**config.mk**
```make
export PLATFORM = sky130hd
export DESIGN_NAME = bor_ctrl
export DESIGN_NICKNAME = d
export VERILOG_FILES = /design/src/common/bor_pkg.sv /design/src/rtl/bor_ctrl.sv
export SDC_FILE = /design/constraint.sdc
export NUM_CORES = 1
export LEC_CHECK = 0
export BUFFER_PORTS_ARGS = -buffer_cell sky130_fd_sc_hd__buf_2
export CAP_MARGIN = 25
export CELL_PAD_IN_SITES_DETAIL_PLACEMENT = 0
export CELL_PAD_IN_SITES_GLOBAL_PLACEMENT = 1
export CORE_MARGIN = 2
export CORE_UTILIZATION = 47
export DETAILED_ROUTE_END_ITERATION = 7
export PLACE_DENSITY_LB_ADDON = 0.2
export SKIP_LAST_GASP = 1
export SYNTH_ARGS = -nofsm -noshare
export SYNTH_HDL_FRONTEND = slang
export SYNTH_SLANG_ARGS = --single-unit
```
**constraint.sdc**
```tcl
create_clock -name CLK_SYS_IN -period 3.9 [get_ports CLK_SYS_IN]
set_clock_uncertainty 0.05 [all_clocks]
set_input_delay 0.39 -clock CLK_SYS_IN [delete_from_list [all_inputs] [get_ports CLK_SYS_IN]]
set_output_delay 0.39 -clock CLK_SYS_IN [all_outputs]
set_load 0.005 [all_outputs]
```
**src/common/bor_pkg.sv**
```systemverilog
// Constants and types for the brown-out reset control block
package bor_pkg;
  // Mode field encodings
  localparam logic [1:0] BOR_MODE_OFF = 2'h0;
  localparam logic [1:0] BOR_MODE_SW = 2'h1;
  localparam logic [1:0] BOR_MODE_NOSLEEP = 2'h2;
  localparam logic [1:0] BOR_MODE_ON = 2'h3;
  // Register map
  localparam logic [3:0] BOR_ADDR_CONTROL = 4'h0;
  localparam logic [3:0] BOR_ADDR_CONFIG = 4'h1;
  localparam logic [3:0] BOR_ADDR_STATUS = 4'h2;
  localparam int BOR_SW_EN_BIT = 7;
  localparam int BOR_READY_BIT = 0;
  localparam logic BOR_SW_EN_RESET = 1'b1;
  // Config register fields
  localparam int BOR_CFG_MODE_LSB = 0;
  localparam int BOR_CFG_LEVEL_LSB = 2;
  localparam int BOR_CFG_POWERUP_TIMER_BIT = 4;
  localparam logic [1:0] BOR_LEVEL_ERASE = 2'h3;
  // Timing at 50 MHz
  localparam int BOR_CLK_MHZ = 50;
  localparam int BOR_WARMUP_US = 10;
  localparam int BOR_FILTER_US = 1;
  localparam int BOR_POWERUP_TIMER_US = 64;
  localparam int BOR_WARMUP_CYC = BOR_WARMUP_US * BOR_CLK_MHZ;
  localparam int BOR_FILTER_CYC = BOR_FILTER_US * BOR_CLK_MHZ;
  localparam int BOR_POWERUP_TIMER_CYC = BOR_POWERUP_TIMER_US * BOR_CLK_MHZ;

  typedef enum logic [3:0] {
    ST_HOLD = 4'h1,
    ST_POWERUP_TIMER = 4'h2,
    ST_RUN = 4'h4,
    ST_SLEEP = 4'h8
  } bor_state_type;

  typedef struct packed {
    logic [1:0] mode;
    logic [1:0] level;
    logic powerup_timer_en;
  } bor_cfg_type;

  typedef struct packed {
    bor_state_type st;
    bor_cfg_type cfg;
    logic sw_en;
    logic ready;
    logic [15:0] warm_cnt;
    logic [15:0] filt_cnt;
    logic [15:0] powerup_timer_cnt;
    logic trip_s1;
    logic trip_s2;
    logic bor_rst;
    logic reset_req;
    logic erase_abort;
    logic run;
    logic det_on;
    logic [1:0] lvl;
    logic [7:0] rdata;
  } bor_regs_type;
endpackage

```
**src/rtl/bor_ctrl.sv**
```systemverilog
// Brown-out reset control logic
`timescale 1ns/10ps
module bor_ctrl
  import bor_pkg::*;
#(
  parameter int WARMUP_CYC = BOR_WARMUP_CYC,
  parameter int FILTER_CYC = BOR_FILTER_CYC,
  parameter int POWERUP_TIMER_CYC = BOR_POWERUP_TIMER_CYC
) (
  // Clock, reset, enable
  input wire logic CLK_SYS_IN,
  input wire logic RESET_IN,
  input wire logic CLK_EN_IN,
  // Register port
  input wire logic [3:0] ADDR_IN,
  input wire logic [7:0] WDATA_IN,
  input wire logic WR_IN,
  input wire logic RD_IN,
  output logic [7:0] RDATA_OUT,
  // System events
  input wire logic SLEEP_REQ_IN,
  input wire logic WAKE_IN,
  input wire logic BULK_ERASE_IN,
  input wire logic SUPPLY_LOW_IN,
  input wire logic LP_BROWNOUT_IN,
  // Results
  output logic BROWNOUT_RESET_OUT,
  output logic RESET_HOLD_OUT,
  output logic RUN_OUT,
  output logic ERASE_ABORT_OUT,
  output logic DETECTOR_ON_OUT,
  output logic [1:0] LEVEL_SEL_OUT
);
  bor_regs_type q, d;
  logic det_on, armed, gate_ok, tripped, low_now;
  logic [1:0] lvl;

  always_comb begin
    d = q;
    d.trip_s1 = SUPPLY_LOW_IN;
    d.trip_s2 = q.trip_s1;
    // Detector power per mode and sleep state
    case (q.cfg.mode)
      BOR_MODE_ON: det_on = 1'b1;
      // Wake request powers it up, else ready could never rebuild in sleep
      BOR_MODE_NOSLEEP: det_on = (q.st != ST_SLEEP) | WAKE_IN;
      BOR_MODE_SW: det_on = q.sw_en;
      default: det_on = 1'b0;
    endcase
    det_on = det_on | BULK_ERASE_IN;
    lvl = BULK_ERASE_IN ? BOR_LEVEL_ERASE : q.cfg.level;
    // Warm-up: ready drops at once when the detector goes off
    if (!det_on) begin
      d.warm_cnt = 16'h0000;
      d.ready = 1'b0;
    end else if (q.warm_cnt >= 16'(WARMUP_CYC - 1)) begin
      d.ready = 1'b1;
    end else begin
      d.warm_cnt = q.warm_cnt + 16'h0001;
    end
    armed = det_on & q.ready;
    low_now = armed & q.trip_s2;
    // Filter rejects dips no longer than the filter time
    if (!low_now) begin
      d.filt_cnt = 16'h0000;
    end else if (q.filt_cnt < 16'(FILTER_CYC)) begin
      d.filt_cnt = q.filt_cnt + 16'h0001;
    end
    tripped = low_now & (q.filt_cnt >= 16'(FILTER_CYC));
    // Erase brown-out aborts instead of resetting
    d.erase_abort = tripped & BULK_ERASE_IN;
    d.bor_rst = (tripped & !BULK_ERASE_IN) | LP_BROWNOUT_IN;
    // Start-up gating: only the two hardware modes wait
    if (q.cfg.mode == BOR_MODE_ON || q.cfg.mode == BOR_MODE_NOSLEEP) begin
      gate_ok = q.ready & !q.trip_s2;
    end else begin
      gate_ok = 1'b1;
    end
    case (q.st)
      ST_HOLD: begin
        d.powerup_timer_cnt = 16'h0000;
        if (gate_ok) begin
          d.st = q.cfg.powerup_timer_en ? ST_POWERUP_TIMER : ST_RUN;
        end
      end
      ST_POWERUP_TIMER: begin
        if (q.powerup_timer_cnt >= 16'(POWERUP_TIMER_CYC - 1)) begin
          d.st = ST_RUN;
        end else begin
          d.powerup_timer_cnt = q.powerup_timer_cnt + 16'h0001;
        end
      end
      ST_RUN: begin
        if (SLEEP_REQ_IN) begin
          d.st = ST_SLEEP;
        end
      end
      ST_SLEEP: begin
        // Only off-in-sleep mode waits for ready on wake
        if (WAKE_IN && (q.cfg.mode != BOR_MODE_NOSLEEP || q.ready)) begin
          d.st = ST_RUN;
        end
      end
      default: d.st = ST_HOLD;
    endcase
    if (d.bor_rst) begin
      d.st = ST_HOLD;
    end
    // Register writes; the config register is its own choice of place
    if (WR_IN) begin
      if (ADDR_IN == BOR_ADDR_CONTROL) begin
        d.sw_en = WDATA_IN[BOR_SW_EN_BIT];
      end else if (ADDR_IN == BOR_ADDR_CONFIG) begin
        d.cfg.mode = WDATA_IN[BOR_CFG_MODE_LSB +: 2];
        d.cfg.level = WDATA_IN[BOR_CFG_LEVEL_LSB +: 2];
        d.cfg.powerup_timer_en = WDATA_IN[BOR_CFG_POWERUP_TIMER_BIT];
      end
    end
    d.rdata = 8'h00;
    if (RD_IN) begin
      if (ADDR_IN == BOR_ADDR_CONTROL) begin
        d.rdata[BOR_SW_EN_BIT] = q.sw_en;
        d.rdata[BOR_READY_BIT] = q.ready;
      end else if (ADDR_IN == BOR_ADDR_CONFIG) begin
        d.rdata[BOR_CFG_MODE_LSB +: 2] = q.cfg.mode;
        d.rdata[BOR_CFG_LEVEL_LSB +: 2] = q.cfg.level;
        d.rdata[BOR_CFG_POWERUP_TIMER_BIT] = q.cfg.powerup_timer_en;
      end else if (ADDR_IN == BOR_ADDR_STATUS) begin
        d.rdata[3:0] = q.st;
      end
    end
    d.reset_req = (d.st == ST_HOLD) | (d.st == ST_POWERUP_TIMER);
    d.run = (d.st == ST_RUN);
    d.det_on = det_on;
    d.lvl = lvl;
  end

  always_ff @(posedge CLK_SYS_IN) begin
    if (RESET_IN) begin
      // Reset models power-on and brown-out; sw enable returns to one
      q <= '0;
      q.st <= ST_HOLD;
      q.sw_en <= BOR_SW_EN_RESET;
      q.reset_req <= 1'b1;
    end else if (CLK_EN_IN) begin
      q <= d;
    end
  end

  assign RDATA_OUT = q.rdata;
  assign BROWNOUT_RESET_OUT = q.bor_rst;
  assign RESET_HOLD_OUT = q.reset_req;
  assign RUN_OUT = q.run;
  assign ERASE_ABORT_OUT = q.erase_abort;
  assign DETECTOR_ON_OUT = q.det_on;
  assign LEVEL_SEL_OUT = q.lvl;
endmodule

```
==> summary.txt <==
Reg2reg setup slack - 1870 ps
CTS max path bufs - 2
Average routed wire per standard cell - 13.9 um
Nature of the critical path endpoint - flop
Synth area leader - dfxtp_1
DP Wirelength - 5070 um
Die footprint - 8000 um2
Arrival time worst endpoint - 2260 ps
Drt first pass iters - 4
Worst path required time - 4130 ps
Worst Hold Path Cells - 3
Setup TNS - 0 ps
Period Utilization, post-route - 0.521
Width of the die - 89.4 um
Area fraction of the dominant cell type after synthesis - 0.432
Gr usage total - 0.188
Synth cell types - 59
Starting Density - 0.478
PortBufs - 32
WS Path Type - flop to flop
Yosys warns - 0
DRC - 0
Cts hold-fix bufs - 0
# H-tree levels - 3
Max Cap Viol - 0
Worst slew pin tran - 687 ps
Avg Inst Size Synth - 8.70 um2
Tot Pwr - 1.38 mW
Number of global-route vias before repair - 2417
Max Slew Vio Count - 0
Worst r2r src - q[73]
First-pass GRT wire length - 11600 um
Row Count - 31
Number of enable flip-flop cells after synthesis - 0
Worst vdd ir - 0.000148 V
Post-route ant nets - 0
CORE AREA - 7180 um2
# IOs - 37
Worst-Skew Late Latency - 350 ps
# setup viols final - 0
Fmax - 492 MHz
Nets@finish - 440
R2r endpoint - q[21]
DP Cell Count - 502
Clock slew at reported path FFs - 70 ps
Area delta synth->final - 9.27%
Hold WC Path Type - input pin to flop
Sequential fraction of the synthesis area - 0.432
1st-iter DRT viols - 88
CTS Sinks - 74
WHS - 226 ps
P per Cell Area - 369 nW/um2
Synth Instances - 394
Status - finished, final reports clean
Initial antenna violation count - 0
Post-CTS sizing - 0
Leakage - 1.48 nW
Share of flip-flops with an asynchronous set or reset - 0
Hold path endpoint - q[71]
Commonest register cell after synthesis - dfxtp_1
Slew headroom - 0.542
Die H - 89.4 um
Maximum number of pins on one net before global-route repair - 41
Crit-path max FO - 10
Minimum clock period - 2030 ps
Post-Route WL - 7190 um
Post-CTS Setup Inserts - 0
GRT Residual Overflow - 0
DR vias - 2828
CTS tree - built
Vias/cell - 5.47
Layout Cells excl Fill - 517
CP Launch Type - flop
Worst min-delay path startpoint - WDATA_IN[1]
Num CTS Buffers - 9
RSZ-0062 raised after global routing - false
Share of cells above drive strength 1 - 0.136
Final GP Congestion - 0.766
FF-to-FF path depth - 5
Synthesized cell area - 3430 um2
Seq cells post-synth - 74
Area contributors post-synth - dfxtp_1, nor2_1, and2_1, a21oi_1, nand2_1
Root Buffer - clkbuf_8
Antenna fix cells - 0
Final hold viol count - 0
-- synth_stat cells, types with 9 or more instances --
cell type  number
dfxtp_1        74
nor2_1         50
nand2_1        27
a21oi_1        24
and2_1         22
o21ai_0        16
nand3_1        14
nand4_1        11
buf_4          10
mux2i_1         9
-- metrics by stage --
| step | setup slack [ps] | instance area, um2 | util |
|---|---|---|---|
| 6_report | 1870 | 3750 | 0.522 |
| 5_1_grt | 1710 | 3750 | 0.522 |
| 4_1_cts | 1860 | 3750 | 0.522 |
| 3_5_place_dp | 1620 | 3580 | 0.499 |
| 3_3_place_gp | 1630 | 3580 | 0.499 |
| 2_1_floorplan | 2140 | 3430 | - |
-- cells in the final DEF, fill, tap and decap left out, types with 3 or more instances in the layout --
master | synthesis | routed
a211oi_1 | 4 | 4
a21o_1 | 3 | 3
a21oi_1 | 24 | 24
a22o_1 | 3 | 3
a22oi_1 | 3 | 3
a31o_1 | 3 | 3
a31oi_1 | 3 | 3
and2_1 | 22 | 22
and3_1 | 8 | 8
and4_1 | 4 | 4
buf_2 | 3 | 32
clkbuf_8 | 0 | 10
clkinv_2 | 0 | 3
dfxtp_1 | 74 | 74
ha_1 | 4 | 4
inv_1 | 8 | 8
mux2i_1 | 9 | 9
nand2_1 | 27 | 27
nand2b_1 | 6 | 6
nand3_1 | 14 | 14
nand4_1 | 11 | 11
nor2_1 | 50 | 50
nor2b_1 | 3 | 3
nor3_1 | 6 | 6
nor4_1 | 8 | 8
nor4b_2 | 3 | 3
o211ai_1 | 3 | 3
o21ai_0 | 16 | 16
or3_1 | 4 | 4
xnor2_1 | 6 | 6
xor2_1 | 4 | 4
-- cell type report --
type / instances / area [um2]
fill: 702 / 3430
sequential: 74 / 1480
clock inverter: 5 / 31.3
clock buffer: 10 / 138
timing repair buffer: 32 / 160
multi-input combinational: 289 / 1780
tap: 99 / 124
inverter: 8 / 30.0
-- power breakdown --
| group | switching (mW) | internal, mW | leakage (nW) | total (mW) |
|---|---|---|---|---|
| Combinational | 0.0549 | 0.0336 | 0.791 | 0.0885 |
| Sequential | 0.0103 | 0.765 | 0.598 | 0.775 |
| Clock | 0.277 | 0.242 | 0.0879 | 0.519 |
-- layer usage --
layer / GRT usage / share of wire / up-vias
li1: - / - / 1449
met1: 0.240 / 0.48 / 1328
met2: 0.298 / 0.48 / 42
met3: 0.0702 / 0.036 / 9
met4: 0.0570 / 0.013 / 0
met5: 0 / 0 / -
-- worst max path at each step --
stage | start | endpoint | slack (ps) | depth (start not counted)
global route | q[75] | q[56] | 1710 | 5
floorplan | q[73] | q[56] | 2140 | 7
detailed placement | CLK_EN_IN | RESET_HOLD_OUT | 1620 | 5
global placement | CLK_EN_IN | RESET_HOLD_OUT | 1630 | 5
CTS | q[74] | q[56] | 1860 | 5
finish | q[73] | q[21] | 1870 | 5
-- flip-flops by register name, indices dropped and copies added (netlist names) --
| signal | flops |
|---|---|
| d | 1 |
| ERASE_ABORT_OUT | 1 |
| LEVEL_SEL_OUT | 2 |
| q | 60 |
| RESET_HOLD_OUT | 1 |
| RUN_OUT | 1 |
| DETECTOR_ON_OUT | 1 |
| RDATA_OUT | 6 |
| BROWNOUT_RESET_OUT | 1 |
-- cells by family (layout without fill, tap and decap cells) --
group | count (synthesis) | count (layout) | share of synthesized area
compound gates | 87 | 87 | 0.173
xor+xnor | 10 | 10 | 0.0255
fa+ha+maj | 4 | 4 | 0.0146
buf+inv | 32 | 55 | 0.0493
flops | 74 | 74 | 0.432
mux | 9 | 9 | 0.0263
other cells | 1 | 2 | 0.00109
simple gates | 177 | 177 | 0.279
-- worst max-delay path, stage by stage (launching register included) --
cell and delay, ps:
dfxtp_1 520, nor4b_2 450, nand2_1 90, o31a_1 390, or3_1 330, a21oi_1 140
Note: power is estimated with default switching activity, not from simulation.
